==> src/core/umcl_pkg.sv <==
// Shared constants and types for the dual-channel modem control and loopback block.
// Assumes one 25 MHz clock, a synchronous active-high reset and a word-addressed register bus.
//
// Functional notes
// - Control bit 7 selects divide by four.
// - Each channel has its own prescaler.
// - Prescaler output drives the baud rate generator.
// - Control bit 6 selects infrared line encoding.
// - Infrared transmit output idles low.
// - Bit 5 lets any character but XOFF resume halted transmit.
// - Resuming character stored unless stop/start code.
// - Loopback drives serial output pin to marking.
// - Loopback feeds transmit shifter into receiver.
// - Loopback feeds modem inputs from control bits.
// - Loopback forces modem output pins high.
// - Loopback keeps data interrupts working, masked.
// - Loopback modem interrupts come from control bits.
// - Bit 3 set drives auxiliary output two low.
// - Shared pin: aux two, baud clock, DMA ready.
// - Loopback shows aux output one as ring.
// - Bits 1, 0 set drive request/terminal-ready low.
package umcl_pkg;

  localparam int UMCL_CHANNELS = 2;

  // Register word indices within a channel; channel select is address bit 3.
  localparam logic [2:0] REG_DATA = 3'h0;
  localparam logic [2:0] REG_MLC = 3'h1;
  localparam logic [2:0] REG_MSR = 3'h2;
  localparam logic [2:0] REG_DIV = 3'h3;
  localparam logic [2:0] REG_FLOW = 3'h4;
  localparam logic [2:0] REG_AFS = 3'h5;
  localparam logic [2:0] REG_IST = 3'h6;
  localparam logic [2:0] REG_IMK = 3'h7;

  // Field positions of modem_line_control.
  localparam int MLC_DIV4 = 7;
  localparam int MLC_IR = 6;
  localparam int MLC_XANY = 5;
  localparam int MLC_LOOP = 4;
  localparam int MLC_AUX_OUTPUT_TWO = 3;
  localparam int MLC_AUX_OUTPUT_ONE = 2;
  localparam int MLC_RTS = 1;
  localparam int MLC_DTR = 0;

  // Interrupt status and mask bit positions.
  localparam int IRQ_RX = 0;
  localparam int IRQ_TX = 1;
  localparam int IRQ_MS = 2;

  // Reset values.
  localparam logic [7:0] MLC_RESET = 8'h00;
  localparam logic [15:0] DIV_RESET = 16'h0001;
  localparam logic [7:0] XON_RESET = 8'h11;
  localparam logic [7:0] XOFF_RESET = 8'h13;
  localparam logic [2:0] IRQ_RESET = 3'h0;

  // Timing counts.
  localparam int PRESCALE_SLOW = 4;
  localparam logic [3:0] OVERSAMPLE_LAST = 4'hf;
  localparam logic [3:0] MID_BIT = 4'h7;
  localparam logic [3:0] IR_PULSE_TICKS = 4'h3;

  typedef enum logic [1:0] {
    AFS_AUX_OUTPUT_TWO = 2'h0,
    AFS_BAUD = 2'h1,
    AFS_RXRDY = 2'h2
  } umcl_afs_t;

  typedef enum logic [3:0] {
    SH_IDLE = 4'h1,
    SH_START = 4'h2,
    SH_DATA = 4'h4,
    SH_STOP = 4'h8
  } umcl_shift_t;

  // Modem status, true sense; bit order matches the status register.
  typedef struct packed {
    logic dcd;
    logic ri;
    logic dsr;
    logic cts;
  } umcl_mstat_t;

  typedef struct packed {
    logic rts;
    logic dtr;
  } umcl_mctl_t;

endpackage

==> src/core/umcl_baud_gen.sv <==
// Per-channel prescaler and baud rate generator producing a 16x tick.
// Assumes the divisor is stable between ticks; a divisor of zero acts as one.
`timescale 1ns/1ns
`default_nettype none
module umcl_baud_gen
  import umcl_pkg::*;
#(
  parameter int DIV_W = 16
) (
  input wire logic clk,
  input wire logic sys_rst,
  input wire logic div_by_four,
  input wire logic [DIV_W-1:0] divisor,
  output logic tick16,
  output logic baud_clk
);

  generate
    if (DIV_W < 2 || DIV_W > 16) begin : g_bad_width
      $error("umcl_baud_gen: DIV_W must be 2 to 16");
    end
  endgenerate

  localparam logic [1:0] PRE_LAST = 2'(PRESCALE_SLOW - 1);

  logic [1:0] pre_r;
  logic [DIV_W-1:0] cnt_r;
  logic pre_en;

  // ----------------------------------------------------------------
  // Prescaler
  // ----------------------------------------------------------------
  assign pre_en = div_by_four ? (pre_r == PRE_LAST) : 1'b1;

  always_ff @(posedge clk) begin
    if (sys_rst || !div_by_four) begin
      pre_r <= 2'h0;
    end else begin
      pre_r <= pre_r + 2'h1;
    end
  end

  // ----------------------------------------------------------------
  // Divisor counter, clocked only by prescaler enables
  // ----------------------------------------------------------------
  always_ff @(posedge clk) begin
    if (sys_rst) begin
      cnt_r <= '0;
      tick16 <= 1'b0;
      baud_clk <= 1'b0;
    end else begin
      tick16 <= 1'b0;
      if (pre_en) begin
        if (cnt_r + 1'b1 >= divisor) begin
          cnt_r <= '0;
          tick16 <= 1'b1;
          baud_clk <= ~baud_clk;
        end else begin
          cnt_r <= cnt_r + 1'b1;
        end
      end
    end
  end

endmodule // umcl_baud_gen
`default_nettype wire

==> src/core/umcl_top.sv <==
// Two serial channels with modem control, loopback, infrared and flow control.
// Assumes an Avalon-MM master with word addressing and modem pins active low.
//
// The Avalon-MM interface to the registers was chosen for this implementation.
`timescale 1ns/1ns
`default_nettype none
module umcl_top
  import umcl_pkg::*;
(
  input wire logic clk,
  input wire logic sys_rst,
  input wire logic [3:0] avs_address,
  input wire logic avs_read,
  input wire logic avs_write,
  input wire logic [31:0] avs_writedata,
  input wire logic [3:0] avs_byteenable,
  output logic [31:0] avs_readdata,
  output logic avs_waitrequest,
  output logic irq,
  input wire logic [1:0] serial_rx_pin,
  output wire logic [1:0] serial_tx_pin,
  input wire umcl_mstat_t [1:0] modem_in_n,
  output wire umcl_mctl_t [1:0] modem_out_n,
  output wire logic [1:0] aux_pin
);

  // Applies byte enables to a register image.
  function automatic logic [31:0] be_merge(input logic [31:0] old,
                                           input logic [31:0] wd,
                                           input logic [3:0] be);
    logic [31:0] res;
    res = old;
    for (int i = 0; i < 4; i++) begin
      if (be[i]) begin
        res[i*8 +: 8] = wd[i*8 +: 8];
      end
    end
    return res;
  endfunction

  // ----------------------------------------------------------------
  // Bus slave
  // ----------------------------------------------------------------
  // One wait state per access; read side effects act at the capture edge, so no store is lost.
  logic acc_rd;
  logic acc_wr;
  logic [31:0] ch_rdata [UMCL_CHANNELS];
  logic [1:0] ch_irq;

  assign acc_rd = avs_read && avs_waitrequest;
  assign acc_wr = avs_write && !avs_waitrequest;

  always_ff @(posedge clk) begin
    if (sys_rst) begin
      avs_waitrequest <= 1'b1;
    end else begin
      avs_waitrequest <= !(avs_waitrequest && (avs_read || avs_write));
    end
  end

  always_ff @(posedge clk) begin
    if (sys_rst) begin
      avs_readdata <= 32'h0;
    end else if (acc_rd) begin
      avs_readdata <= ch_rdata[avs_address[3]];
    end
  end

  always_ff @(posedge clk) begin
    if (sys_rst) begin
      irq <= 1'b0;
    end else begin
      irq <= |ch_irq;
    end
  end

  // ----------------------------------------------------------------
  // Channels
  // ----------------------------------------------------------------
  generate
    for (genvar g = 0; g < UMCL_CHANNELS; g++) begin : g_ch
      logic sel;
      logic wr;
      logic rd;
      logic [31:0] wmerge;
      logic [7:0] mlc_r;
      logic [15:0] div_r;
      logic flow_en_r;
      logic [7:0] xon_r;
      logic [7:0] xoff_r;
      umcl_afs_t afs_r;
      logic [2:0] ist_r;
      logic [2:0] imk_r;
      logic loop;
      logic tick;
      logic baud_clk;
      logic [7:0] thr_r;
      logic thr_valid_r;
      logic [7:0] tsh_r;
      umcl_shift_t tst_r;
      logic [3:0] tsub_r;
      logic [2:0] tbit_r;
      logic tx_bit;
      logic tx_load;
      logic halted_r;
      logic txp_r;
      logic rx_s1_r;
      logic rx_s2_r;
      logic [3:0] ir_hold_r;
      logic rx_dec;
      logic rx_src;
      umcl_shift_t rst_r;
      logic [3:0] rsub_r;
      logic [2:0] rbit_r;
      logic [7:0] rsh_r;
      logic rx_done;
      logic is_xon;
      logic is_xoff;
      logic rx_store;
      logic [7:0] rbr_r;
      logic rx_valid_r;
      umcl_mstat_t ms_s1_r;
      umcl_mstat_t ms_s2_r;
      umcl_mstat_t ms_cur;
      umcl_mstat_t ms_prev_r;
      umcl_mstat_t ms_delta_r;
      logic ms_change;
      umcl_mctl_t mout_r;
      logic aux_r;
      logic [2:0] ev;

      assign sel = (avs_address[3] == 1'(g));
      assign wr = acc_wr && sel;
      assign rd = acc_rd && sel;
      assign loop = mlc_r[MLC_LOOP];

      // -------------------------------------------------------------
      // Control registers
      // -------------------------------------------------------------
      always_ff @(posedge clk) begin
        if (sys_rst) begin
          mlc_r <= MLC_RESET;
          div_r <= DIV_RESET;
          flow_en_r <= 1'b0;
          xon_r <= XON_RESET;
          xoff_r <= XOFF_RESET;
          afs_r <= AFS_AUX_OUTPUT_TWO;
          imk_r <= IRQ_RESET;
        end else if (wr) begin
          case (avs_address[2:0])
            REG_MLC: mlc_r <= wmerge[7:0];
            REG_DIV: div_r <= wmerge[15:0];
            REG_FLOW: begin
              flow_en_r <= wmerge[0];
              xon_r <= wmerge[15:8];
              xoff_r <= wmerge[23:16];
            end
            REG_AFS: afs_r <= umcl_afs_t'(wmerge[1:0]);
            REG_IMK: imk_r <= wmerge[2:0];
            default: ;
          endcase
        end
      end

      always_comb begin
        ch_rdata[g] = 32'h0;
        wmerge = 32'h0;
        case (avs_address[2:0])
          REG_DATA: ch_rdata[g] = {22'h0, thr_valid_r, rx_valid_r, rbr_r};
          REG_MLC: ch_rdata[g] = {24'h0, mlc_r};
          REG_MSR: ch_rdata[g] = {24'h0, ms_cur, ms_delta_r};
          REG_DIV: ch_rdata[g] = {16'h0, div_r};
          REG_FLOW: ch_rdata[g] = {8'h0, xoff_r, xon_r, 7'h0, flow_en_r};
          REG_AFS: ch_rdata[g] = {30'h0, afs_r};
          REG_IST: ch_rdata[g] = {29'h0, ist_r};
          REG_IMK: ch_rdata[g] = {29'h0, imk_r};
          default: ch_rdata[g] = 32'h0;
        endcase
        wmerge = be_merge(ch_rdata[g], avs_writedata, avs_byteenable);
      end

      umcl_baud_gen #(
        .DIV_W(16)
      ) u_baud (
        .clk(clk),
        .sys_rst(sys_rst),
        .div_by_four(mlc_r[MLC_DIV4]),
        .divisor(div_r),
        .tick16(tick),
        .baud_clk(baud_clk)
      );

      // -------------------------------------------------------------
      // Transmitter
      // -------------------------------------------------------------
      assign tx_load = tick && (tst_r == SH_IDLE) && thr_valid_r && !halted_r;
      assign tx_bit = (tst_r == SH_START) ? 1'b0 :
                      (tst_r == SH_DATA) ? tsh_r[0] : 1'b1;

      always_ff @(posedge clk) begin
        if (sys_rst) begin
          thr_valid_r <= 1'b0;
          thr_r <= 8'h0;
        end else if (wr && avs_address[2:0] == REG_DATA && avs_byteenable[0]) begin
          thr_valid_r <= 1'b1;
          thr_r <= avs_writedata[7:0];
        end else if (tx_load) begin
          thr_valid_r <= 1'b0;
        end
      end

      always_ff @(posedge clk) begin
        if (sys_rst) begin
          tst_r <= SH_IDLE;
          tsh_r <= 8'h0;
          tsub_r <= 4'h0;
          tbit_r <= 3'h0;
        end else if (tick) begin
          tsub_r <= tsub_r + 4'h1;
          case (tst_r)
            SH_IDLE: begin
              tsub_r <= 4'h0;
              if (tx_load) begin
                tsh_r <= thr_r;
                tst_r <= SH_START;
              end
            end
            SH_START: begin
              if (tsub_r == OVERSAMPLE_LAST) begin
                tst_r <= SH_DATA;
                tbit_r <= 3'h0;
              end
            end
            SH_DATA: begin
              if (tsub_r == OVERSAMPLE_LAST) begin
                tsh_r <= {1'b1, tsh_r[7:1]};
                tbit_r <= tbit_r + 3'h1;
                if (tbit_r == 3'h7) begin
                  tst_r <= SH_STOP;
                end
              end
            end
            SH_STOP: begin
              if (tsub_r == OVERSAMPLE_LAST) begin
                tst_r <= SH_IDLE;
              end
            end
            default: tst_r <= SH_IDLE;
          endcase
        end
      end

      // Infrared sends a short high pulse per zero bit and idles low.
      always_ff @(posedge clk) begin
        if (sys_rst) begin
          txp_r <= 1'b1;
        end else if (loop) begin
          txp_r <= 1'b1;
        end else if (mlc_r[MLC_IR]) begin
          txp_r <= !tx_bit && (tsub_r < IR_PULSE_TICKS);
        end else begin
          txp_r <= tx_bit;
        end
      end
      assign serial_tx_pin[g] = txp_r;

      // -------------------------------------------------------------
      // Receiver input path
      // -------------------------------------------------------------
      always_ff @(posedge clk) begin
        if (sys_rst) begin
          rx_s1_r <= 1'b1;
          rx_s2_r <= 1'b1;
        end else begin
          rx_s1_r <= serial_rx_pin[g];
          rx_s2_r <= rx_s1_r;
        end
      end

      // A received infrared pulse is stretched to a full low bit time.
      always_ff @(posedge clk) begin
        if (sys_rst) begin
          ir_hold_r <= 4'h0;
        end else if (rx_s2_r) begin
          ir_hold_r <= OVERSAMPLE_LAST;
        end else if (tick && ir_hold_r != 4'h0) begin
          ir_hold_r <= ir_hold_r - 4'h1;
        end
      end

      assign rx_dec = mlc_r[MLC_IR] ? !(rx_s2_r || ir_hold_r != 4'h0) : rx_s2_r;
      assign rx_src = loop ? tx_bit : rx_dec;

      always_ff @(posedge clk) begin
        if (sys_rst) begin
          rst_r <= SH_IDLE;
          rsub_r <= 4'h0;
          rbit_r <= 3'h0;
          rsh_r <= 8'h0;
          rx_done <= 1'b0;
        end else begin
          rx_done <= 1'b0;
          if (tick) begin
            rsub_r <= rsub_r + 4'h1;
            case (rst_r)
              SH_IDLE: begin
                rsub_r <= 4'h0;
                if (!rx_src) begin
                  rst_r <= SH_START;
                end
              end
              SH_START: begin
                if (rsub_r == MID_BIT) begin
                  rsub_r <= 4'h0;
                  rbit_r <= 3'h0;
                  rst_r <= rx_src ? SH_IDLE : SH_DATA;
                end
              end
              SH_DATA: begin
                if (rsub_r == OVERSAMPLE_LAST) begin
                  rsh_r <= {rx_src, rsh_r[7:1]};
                  rbit_r <= rbit_r + 3'h1;
                  if (rbit_r == 3'h7) begin
                    rst_r <= SH_STOP;
                  end
                end
              end
              SH_STOP: begin
                if (rsub_r == OVERSAMPLE_LAST) begin
                  rst_r <= SH_IDLE;
                  rx_done <= rx_src;
                end
              end
              default: rst_r <= SH_IDLE;
            endcase
          end
        end
      end

      // -------------------------------------------------------------
      // Software flow control and receive buffer
      // -------------------------------------------------------------
      assign is_xon = flow_en_r && (rsh_r == xon_r);
      assign is_xoff = flow_en_r && (rsh_r == xoff_r);
      assign rx_store = rx_done && !is_xon && !is_xoff;

      always_ff @(posedge clk) begin
        if (sys_rst || !flow_en_r) begin
          halted_r <= 1'b0;
        end else if (rx_done) begin
          if (is_xoff) begin
            halted_r <= 1'b1;
          end else if (is_xon || mlc_r[MLC_XANY]) begin
            halted_r <= 1'b0;
          end
        end
      end

      // A new character wins over a read that pops the old one.
      always_ff @(posedge clk) begin
        if (sys_rst) begin
          rbr_r <= 8'h0;
          rx_valid_r <= 1'b0;
        end else if (rx_store) begin
          rbr_r <= rsh_r;
          rx_valid_r <= 1'b1;
        end else if (rd && avs_address[2:0] == REG_DATA) begin
          rx_valid_r <= 1'b0;
        end
      end

      // -------------------------------------------------------------
      // Modem lines
      // -------------------------------------------------------------
      always_ff @(posedge clk) begin
        if (sys_rst) begin
          ms_s1_r <= 4'hf;
          ms_s2_r <= 4'hf;
        end else begin
          ms_s1_r <= modem_in_n[g];
          ms_s2_r <= ms_s1_r;
        end
      end

      always_comb begin
        if (loop) begin
          ms_cur.dcd = mlc_r[MLC_AUX_OUTPUT_TWO];
          ms_cur.ri = mlc_r[MLC_AUX_OUTPUT_ONE];
          ms_cur.dsr = mlc_r[MLC_DTR];
          ms_cur.cts = mlc_r[MLC_RTS];
        end else begin
          ms_cur = ~ms_s2_r;
        end
      end

      assign ms_change = (ms_cur != ms_prev_r);

      always_ff @(posedge clk) begin
        if (sys_rst) begin
          ms_prev_r <= 4'h0;
          ms_delta_r <= 4'h0;
        end else begin
          ms_prev_r <= ms_cur;
          if (rd && avs_address[2:0] == REG_MSR) begin
            ms_delta_r <= ms_cur ^ ms_prev_r;
          end else begin
            ms_delta_r <= ms_delta_r | (ms_cur ^ ms_prev_r);
          end
        end
      end

      always_ff @(posedge clk) begin
        if (sys_rst) begin
          mout_r <= 2'h3;
        end else if (loop) begin
          mout_r <= 2'h3;
        end else begin
          mout_r.rts <= !mlc_r[MLC_RTS];
          mout_r.dtr <= !mlc_r[MLC_DTR];
        end
      end
      assign modem_out_n[g] = mout_r;

      // Receive DMA ready is active low: low while a character waits.
      always_ff @(posedge clk) begin
        if (sys_rst || loop) begin
          aux_r <= 1'b1;
        end else begin
          case (afs_r)
            AFS_AUX_OUTPUT_TWO: aux_r <= !mlc_r[MLC_AUX_OUTPUT_TWO];
            AFS_BAUD: aux_r <= baud_clk;
            AFS_RXRDY: aux_r <= !rx_valid_r;
            default: aux_r <= !mlc_r[MLC_AUX_OUTPUT_TWO];
          endcase
        end
      end
      assign aux_pin[g] = aux_r;

      // -------------------------------------------------------------
      // Interrupt status, write one to clear, set wins
      // -------------------------------------------------------------
      assign ev = {ms_change, tx_load, rx_store};

      always_ff @(posedge clk) begin
        if (sys_rst) begin
          ist_r <= IRQ_RESET;
        end else if (wr && avs_address[2:0] == REG_IST && avs_byteenable[0]) begin
          ist_r <= (ist_r & ~avs_writedata[2:0]) | ev;
        end else begin
          ist_r <= ist_r | ev;
        end
      end

      assign ch_irq[g] = |(ist_r & imk_r);
    end
  endgenerate

endmodule // umcl_top
`default_nettype wire

==> config.mk <==
export PLATFORM = sky130hd
export DESIGN_NAME = umcl_top
export DESIGN_NICKNAME = d
export VERILOG_FILES = /design/src/core/umcl_pkg.sv /design/src/core/umcl_baud_gen.sv /design/src/core/umcl_top.sv
export SDC_FILE = /design/constraint.sdc
export NUM_CORES = 1
export LEC_CHECK = 0
export BUFFER_PORTS_ARGS = -buffer_cell sky130_fd_sc_hd__buf_2
export CAP_MARGIN = 20
export CORE_MARGIN = 1
export CORE_UTILIZATION = 37
export CTS_BUF_LIST = sky130_fd_sc_hd__clkbuf_8
export DETAILED_ROUTE_END_ITERATION = 10
export HOLD_SLACK_MARGIN = 0.03
export PLACE_DENSITY_LB_ADDON = 0.1
export SLEW_MARGIN = 20
export SYNTH_ARGS = -nofsm -noshare
export SYNTH_HDL_FRONTEND = slang
export SYNTH_SLANG_ARGS = --single-unit
==> constraint.sdc <==
create_clock -name clk -period 4.45 [get_ports clk]
set_clock_uncertainty 0.05 [all_clocks]
set_input_delay 0.2225 -clock clk [delete_from_list [all_inputs] [get_ports clk]]
set_output_delay 0.2225 -clock clk [all_outputs]
set_load 0.05 [all_outputs]
==> results.toml, run 1 <==
[status]
outcome = "finished clean"

[synthesis]
synth_enable_flop_cells = 0
postSynthAreaPerCell_sq_um = 8.416
synthFlopType = "dfxtp_1"
synth_cell_types = 85
ys_warn_count = 0
synth_area_leader_cell = "dfxtp_1"
ys_ff_latch = 332
synth_top_area_share_pct = 40.50
synth_common_cells = "332 x dfxtp_1, 268 x nor2_1, 174 x nand2_1"
synthArstFlopShare_pct = 0
seq_area_frac_synth_pct = 40.50
post-synth-top-count-cell = "dfxtp_1"
synth_cells = 1950
yosys-top-cells-area = "dfxtp_1 40%, nor2_1 6.1%, mux2i_1 5.6%"
synth_area_sq_mm = 0.01641

[floorplanning]
dieArea_sq_mm = 0.04520
die_h_um = 212.6
core_area_sq_mm = 0.04346
num_rows = 76
io_pins = 96
die_x_um = 212.6
start_util_pct = 37.77

[critical_path]
reg2reg_from = "g_ch[1].u_baud.cnt_r[0]"
max_stage_delay_ps = 450
reg2reg_depth = 12
critPathLaunchType = "flop"
crit_type = "reg2reg"
r2r_slack_ps = 820
crit_path_start = "g_ch[1].u_baud.cnt_r[0]"
cp.arrival_ps = 4150
cp_max_fo = 11
crit_path_end = "g_ch[1].u_baud.cnt_r[11]"
critical_path.endpoint_type = "flop"
slowest_stage = "a21oi_2"
crit_required_ps = 4970
r2r_end = "g_ch[1].u_baud.cnt_r[11]"
path_cells = "ha_1, nand3_1, nor4b_4, nand3_1, xnor2_1, ha_1, nand4_1, or2_2, o211ai_1, a21oi_2, nand4_1, o22ai_1"

[power]
p_per_area_mw_per_mm2 = 351.9
ir_drop_uv = 232.9
leakage_nw = 7.089

[place]
io_buffer_count = 78
dp_hpwl_um = 33640
place.gp.congestion = 0.8408
place_area_sq_mm = 0.01709

[clock_network]
clk_latency_ps = 670
cts_buffers = 59
cts_resized = 0
path_clk_slew_ps = 60
cts.path.max_buffers = 3
postCtsHoldBufs = 38
clockRootBuffer = "clkbuf_8"
cts-htree-levels = 2
clock-sinks = 332
cts_setup_buffers = 0
tritoncts = "built"

[finish]
postLayoutCoreUtil_pct = 43.01
nFillCells = 4446
drive_gt1_share_pct = 12.21
diodes = 0
finalInstanceArea_sq_mm = 0.01869
area_delta_synth_final_pct = 13.88
fin_nets = 2129

[timing]
worst_pin_slew_ps = 1075
setup_viol = 0
hold_viol_final = 0
fin_crit_sh_pct = 81.68
fmax_mhz = 275.1
slew_viol_final = 0
slew-limit-headroom_pct = 28.32
totalNegativeSetupSlack_ps = 0
fin_crit_ps = 3635
rsz0062_at_grt = "no"

[routing]
drtIter0Drc = 861
final_antenna_net_count = 0
first_pass_iters = 5
wl_per_cell_um = 18.36
routed-via-count = 14050
drc_errors = 0
viasPerCell = 5.305
drt-total-wl_um = 48640

[job]
drv_cap = 0

[global_routing]
antenna_found_initial = 0
grt_overflow = 0
grt_pass1_vias = 13140
grt_pass1_wl_um = 75560
grt_max_degree = 173
track_usage_pct = 21.68

[min_path]
hp-class = "in2reg"
## stage by stage
| step | std cells | setup WS [ps] | power, mW | hold WS (ps) |
|---|---|---|---|---|
| 2_1_floorplan | 1957 | 1364 | 3.533 | 276.3 |
| 3_3_place_gp | 2505 | 871.8 | 3.686 | 342.6 |
| 3_5_place_dp | 2505 | 825.7 | 3.691 | 342.3 |
| 4_1_cts | 2649 | 798.5 | 6.666 | 33.97 |
| 5_1_grt | 2649 | 464.0 | 6.851 | 95.43 |
| 6_report | 2649 | 815.3 | 6.577 | 78.71 |
## critical path, delay by kind of cell, from the launching register on
family	cells	cell delay, ps
adder cells (fa/ha/maj)	2	540
flip-flops	1	420
XOR/XNOR	1	250
AND/OR/NAND/NOR	6	1430
AO/OA/AOI/OAI	3	850
## worst min-delay path by stage
stage               cells past startpoint  slack [ps]               from            endpoint
floorplan                               1         280      modem_in_n[0]  g_ch[0].ms_s1_r[0]
global placement                        1         340    g_ch[0].rx_s1_r     g_ch[0].rx_s2_r
detailed placement                      1         340    g_ch[1].rx_s1_r     g_ch[1].rx_s2_r
CTS                                     6          30  avs_writedata[11]   g_ch[0].div_r[11]
global route                            6         100  avs_writedata[11]    g_ch[0].xon_r[3]
finish                                  6          80  avs_writedata[15]   g_ch[0].div_r[15]
## sequential cells by signal (all words and copies together), names as in the netlist, 16 cells and up
register,cells
avs_readdata,24
g_ch.div_r,32
g_ch.mlc_r,16
g_ch.rbr_r,16
g_ch.rsh_r,16
g_ch.thr_r,16
g_ch.tsh_r,16
g_ch.u_baud.cnt_r,32
g_ch.xoff_r,16
g_ch.xon_r,16
## cell families after synthesis
kind of cell | count (synthesis) | synth area share, %
other | 1 | 0.02285
flip-flops | 332 | 40.50
multiplexers | 109 | 7.060
buffers and inverters | 202 | 5.474
adder cells (fa/ha/maj) | 56 | 4.269
XOR/XNOR | 85 | 4.536
AO/OA/AOI/OAI | 421 | 16.25
AND/OR/NAND/NOR | 744 | 21.90
## placed cells by master, fill, tap and decap left out, types with 28 or more instances in the layout
cell type	netlist	routed
nor3_1	33	33
inv_1	68	88
nor2_1	268	268
ha_1	56	56
dlygate4sd3_1	0	38
mux2i_1	91	91
nand3_1	70	70
xnor2_1	58	58
a211oi_1	53	53
clkbuf_8	0	81
nand2b_1	28	28
buf_2	28	77
o21ai_0	69	69
dfxtp_1	332	332
nand4_1	32	32
nand2_1	174	174
a21oi_1	160	160
## area by class of cell
cell class | count | area (sq um) | share of cell area [%]
Multi-Input combinational cell | 1423 | 8910 | 47.67
Sequential cell | 332 | 6646 | 35.56
Clock buffer | 81 | 1115 | 5.965
Timing Repair Buffer | 132 | 913.4 | 4.887
Tap cell | 585 | 732.0 | 3.916
Inverter | 71 | 266.5 | 1.426
Clock inverter | 25 | 107.6 | 0.5757
## report_power, final
part / leakage, nW / internal [mW] / switching (mW)
registers: 2.69 / 3.03 / 0.0510
clock network: 0.710 / 1.61 / 1.32
logic: 3.69 / 0.189 / 0.382
## per-layer routing
metal | wire [um] | share of wire [%] | vias to the layer above | GRT usage (%)
li1 | - | - | 6960 | -
met1 | 23130 | 48 | 6686 | 29.81
met2 | 21760 | 45 | 334 | 34.16
met3 | 2653 | 5.5 | 72 | 3.900
met4 | 1090 | 2.2 | 0 | 6.971
met5 | 0 | 0 | - | 0
Power figures use the tool's default switching activity.
==> run 2, diff against run 1 <==
==> constraint.sdc (replaced) <==
create_clock -name clk -period 3.6 [get_ports clk]
set_clock_uncertainty 0.05 [all_clocks]
set_input_delay 0.18 -clock clk [delete_from_list [all_inputs] [get_ports clk]]
set_output_delay 0.18 -clock clk [all_outputs]
set_load 0.05 [all_outputs]
==> results.toml, run 2 (same netlist as run 1, synthesis figures left out) <==
[status]
outcome = "finished clean"

[global_routing]
antenna_found_initial = 1
track_usage_pct = 22.22
grt_pass1_vias = 13550
grt_max_degree = 150
grt_pass1_wl_um = 77580
grt_overflow = 0

[critical_path]
cp.arrival_ps = 3890
crit_path_start = "g_ch[1].u_baud.cnt_r[0]"
r2r_slack_ps = 210
cp_max_fo = 9
crit_type = "reg2reg"
reg2reg_from = "g_ch[1].u_baud.cnt_r[0]"
crit_required_ps = 4100
critPathLaunchType = "flop"
critical_path.endpoint_type = "flop"

[floorplanning]
die_x_um = 212.6
num_rows = 76
io_pins = 96
core_area_sq_mm = 0.04346
dieArea_sq_mm = 0.04520
start_util_pct = 37.77
die_h_um = 212.6

[finish]
drive_gt1_share_pct = 13.00
final_cell_mix = "332 x dfxtp_1, 268 x nor2_1, 174 x nand2_1, 160 x a21oi_1, 91 x mux2i_1"
reg.largest.list = "g_ch.div_r x32, g_ch.u_baud.cnt_r x32, avs_readdata x24"
area_delta_synth_final_pct = 15.87
fin_nets = 2160
finalInstanceArea_sq_mm = 0.01902
diodes = 0
mostFrequentLayoutCell = "dfxtp_1"

[timing]
totalNegativeSetupSlack_ps = 0
fin_crit_ps = 3389
hold_slack_ps = 108.9
setup_viol = 0
slew_viol_final = 0
hold_viol_final = 0
worst_pin_slew_ps = 961.5
fmax_mhz = 295.1
slew-limit-headroom_pct = 35.62
rsz0062_at_grt = "no"
fin_crit_sh_pct = 94.13

[place]
place_area_sq_mm = 0.01721
dp_hpwl_um = 34590
io_buffer_count = 78
place.gp.congestion = 0.8370

[routing]
routed-via-count = 14010
first_pass_iters = 5
drt-total-wl_um = 49290
viasPerCell = 5.232
final_antenna_net_count = 0
drc_errors = 0
drtIter0Drc = 844
wl_per_cell_um = 18.40

[power]
p_per_area_mw_per_mm2 = 437.4
finalPower_mw = 8.318
leakage_nw = 7.222
ir_drop_uv = 261.8

[clock_network]
path_clk_slew_ps = 60
clk_latency_ps = 680
tritoncts = "built"
clockRootBuffer = "clkbuf_8"
cts-htree-levels = 2
clock-sinks = 332
cts_buffers = 60
cts.path.max_buffers = 3

[min_path]
hp-class = "in2reg"
worstHoldStart = "avs_byteenable[1]"

[job]
drv_cap = 0
==> run 2: path summary, 6_finish.rpt <==
kind / depth (start not counted) / end
worst max-delay path: 12 / g_ch[1].u_baud.baud_clk
worst min-delay path: 3 / g_ch[0].xon_r[4]
worst max register to register: 12 / g_ch[1].u_baud.baud_clk
worst min register to register: 1 / g_ch[1].ms_s2_r[0]
==> run 2: final cells by class <==
class,count,area [sq um]
inverters,71,266.5
flip-flops and latches,332,6646
fillers,4396,24440
repair buffers,162,1189
clock inverters,36,307.8
well taps,585,732.0
multi-input cells,1423,8926
clock buffers,69,949.7
==> run 2: report_power, final <==
| group | switching, mW | leakage, nW | internal, mW |
|---|---|---|---|
| clock | 1.66 | 0.714 | 2.11 |
| combinational | 0.475 | 3.82 | 0.255 |
| sequential | 0.0688 | 2.69 | 3.75 |
==> run 2: per-layer routing <==
metal / routed length [um] / track usage (%)
met1: 23400 / 30.35
met2: 22040 / 35.20
met3: 2608 / 4.284
met4: 1240 / 6.822
met5: 0 / 0
==> run 2: critical path, stage by stage, from the launching register on <==
cell      delay [ps]
dfxtp_1          410
ha_1             260
nand3_1          180
nor4b_4          370
nand3_1          180
xnor2_1          160
ha_1             290
nand4_1           90
or2_2            310
o211ai_1         270
a21oi_4          110
a21oi_1          230
mux2_2           360
==> run 2: stage by stage <==
| stage | util (%) | cells | worst slack (ps) |
|---|---|---|---|
| after global routing | 43.76 | 2678 | 47.16 |
| after global placement | 39.59 | 2519 | 243.5 |
| final | 43.76 | 2678 | 211.4 |
| after floorplan | - | 1957 | 514.3 |
| after CTS | 43.71 | 2677 | 194.6 |
| after detailed placement | 39.59 | 2519 | 222.5 |
==> run 2: what timing repair did <==
action / in CTS / in global routing
setup endpoints to repair: 0 / 9
hold buffers: 53 / 0
gates resized for setup: 0 / 3
endpoints found under the hold margin: 126 / 0
buffers inserted: 0 / 1
==> run 3, diff against run 2 <==
--- a/config.mk
+++ b/config.mk
@@ -16,4 +16,5 @@
 export SLEW_MARGIN = 20
 export SYNTH_ARGS = -nofsm -noshare
 export SYNTH_HDL_FRONTEND = slang
+export SYNTH_HIERARCHICAL = 1
 export SYNTH_SLANG_ARGS = --single-unit
==> results.toml, run 3 <==
[timing]
rsz0062_at_grt = "yes"
slew-limit-headroom_pct = 35.26
setup_viol = 0
slew_viol_final = 0
fmax_mhz = 297.2
finalWorstSetupSlack_ps = 235.0
fin_crit_sh_pct = 93.47
fin_crit_ps = 3365
worst_pin_slew_ps = 967.5
hold_viol_final = 0
hold_slack_ps = 94.23
totalNegativeSetupSlack_ps = 0

[clock_network]
path_clk_slew_ps = 60
clock-sinks = 332
cts_buffers = 61
cts.path.max_buffers = 3
tritoncts = "built"
cts-htree-levels = 2
clockRootBuffer = "clkbuf_8"
clk_latency_ps = 680
cts_setup_buffers = 0

[synthesis]
synth_area_sq_mm = 0.01635
synthArstFlopShare_pct = 0
synth_cell_types = 82
seq_area_frac_synth_pct = 40.64
yosys-top-cells-area = "dfxtp_1 41%, mux2i_1 5.8%, nand2_1 4.9%"
synth_common_cells = "332 x dfxtp_1, 215 x nand2_1, 177 x nor2_1"
postSynthAreaPerCell_sq_um = 8.598
synth_area_leader_cell = "dfxtp_1"
synth_top_area_share_pct = 40.64
ys_ff_latch = 332
synth_enable_flop_cells = 0
ys_warn_count = 6
post-synth-top-count-cell = "dfxtp_1"
synth_cells = 1902
synthFlopType = "dfxtp_1"

[global_routing]
met2_usage_pct = 34.74
antenna_found_initial = 0
grt_use_met3_pct = 3.634
grt.busiest_layer = "met2"
grt_overflow = 0
grtUsageMet1_pct = 28.60
grt_pass1_vias = 13340
grt_pass1_wl_um = 75730
grt_max_degree = 124
track_usage_pct = 21.52

[finish]
nFillCells = 4432
fin_nets = 2107
final_cell_mix = "332 x dfxtp_1, 215 x nand2_1, 177 x nor2_1, 147 x a21oi_1, 95 x mux2i_1"
reg.largest.list = "g_ch.div_r x32, g_ch.u_baud/cnt_r x32, avs_readdata x24"
area_delta_synth_final_pct = 15.74
drive_gt1_share_pct = 13.15
finalInstanceArea_sq_mm = 0.01893
mostFrequentLayoutCell = "dfxtp_1"
diodes = 0

[critical_path]
critPathLaunchType = "flop"
crit_path_start = "g_ch[0].u_baud/cnt_r[4]"
critical_path.endpoint_type = "flop"
crit_type = "reg2reg"
r2r_end = "g_ch[0].u_baud/cnt_r[2]"
cp_max_fo = 9
reg2reg_depth = 12
crit_path_end = "g_ch[0].u_baud/cnt_r[2]"
r2r_slack_ps = 230
reg2reg_from = "g_ch[0].u_baud/cnt_r[4]"
cp.arrival_ps = 3930
crit_required_ps = 4170

[power]
power_frac_comb_pct = 9.4
pwr-share-seq_pct = 45.7
leakage_nw = 7.265
p_per_area_mw_per_mm2 = 445.1
p_int_mw = 6.158
ir_drop_uv = 254.0
p_switching_mw = 2.265
p_sw_share_pct = 26.89
finalPower_mw = 8.423
clkPwrFrac_pct = 44.8

[floorplanning]
die_x_um = 212.2
dieArea_sq_mm = 0.04504
num_rows = 76
start_util_pct = 37.71
die_h_um = 212.2
io_pins = 96
core_area_sq_mm = 0.04336

[routing]
drtIter0Drc = 849
first_pass_iters = 5
drc_errors = 0
wl_per_cell_um = 18.30
routed-via-count = 13960
viasPerCell = 5.305
final_antenna_net_count = 0
drt-total-wl_um = 48150

[place]
dp_hpwl_um = 33480
place_ws_ps = 150.6
io_buffer_count = 78
place_area_sq_mm = 0.01721
place.gp.congestion = 0.8464

[status]
outcome = "finished clean"

[job]
drv_cap = 0

[min_path]
hp-class = "in2reg"
## run 3: cell count changes after synthesis, moves of 13 or more
cell	change
nand4_1	-18
nand2_1	+41
nor2_1	-91
o21ai_0	-14
a32o_1	+13
nand3_1	-19
a21oi_1	-13
o211ai_1	+29
a311oi_1	+16
a211oi_1	-21
## run 3: kinds of logic (layout without fill, tap and decap cells)
logic type | Yosys count | count (layout) | synth area share (%)
fa+ha+maj | 56 | 56 | 4.285
compound gates | 451 | 451 | 18.53
mux | 106 | 106 | 6.985
buf+inv | 195 | 332 | 5.172
flops | 332 | 332 | 40.64
simple gates | 683 | 683 | 20.18
xor+xnor | 78 | 78 | 4.178
other cells | 1 | 8 | 0.02293
## run 3: power groups by stage
stage	Clock, mW	Sequential, mW	Combinational [mW]
after floorplan	0	3.91	0.532
after global placement	0	3.93	0.753
after detailed placement	0	3.93	0.761
after CTS	3.90	3.85	0.796
after global routing	4.06	3.86	0.871
final	3.78	3.85	0.796
## run 3: cell type report
type,count,area [sq um],share of cell area [%]
inverters,68,255.2,1.349
flip-flops and latches,332,6646,35.12
clock inverters,32,197.7,1.044
well taps,585,732.0,3.867
multi-input cells,1382,8917,47.11
repair buffers,152,1077,5.692
clock buffers,80,1101,5.817
## run 3: what timing repair did
item                       4_1_cts  5_1_grt
hold endpoints to repair       125        0
setup endpoints to repair        0       27
hold buffers                    39        0
resized for setup                0        6
## run 3: metal layers
metal | vias up | wire, um
met5 | - | 0
met4 | 0 | 1428
met3 | 79 | 2301
met2 | 341 | 22010
met1 | 6565 | 22410
li1 | 6972 | -
## run 3: how the worst min path moves through the flow
stage                      start                 end  cells after the start
2_1_floorplan      modem_in_n[0]  g_ch[0].ms_s1_r[0]                      1
3_3_place_gp       modem_in_n[3]  g_ch[0].ms_s1_r[3]                      2
3_5_place_dp    serial_rx_pin[0]     g_ch[0].rx_s1_r                      2
4_1_cts        avs_byteenable[0]    g_ch[0].ist_r[1]                      4
5_1_grt        avs_byteenable[0]    g_ch[0].ist_r[1]                      4
6_report       avs_byteenable[0]    g_ch[0].ist_r[1]                      4
## run 3: through the flow
stage	util, %	cells
after floorplan	-	1909
after global placement	39.70	2480
after detailed placement	39.70	2480
after CTS	43.59	2631
after global routing	43.65	2631
final	43.65	2631
## run 3: worst max-delay path, cell delays in order (launching register included)
cell and delay [ps]:
dfxtp_1 440, and3_1 200, nand3_2 120, or2_1 380, or3_1 380, nand2_1 80, ha_1 240, and2_0 180
a221o_1 300, a21oi_1 270, o211ai_2 270, nor4b_1 300, a21o_1 110
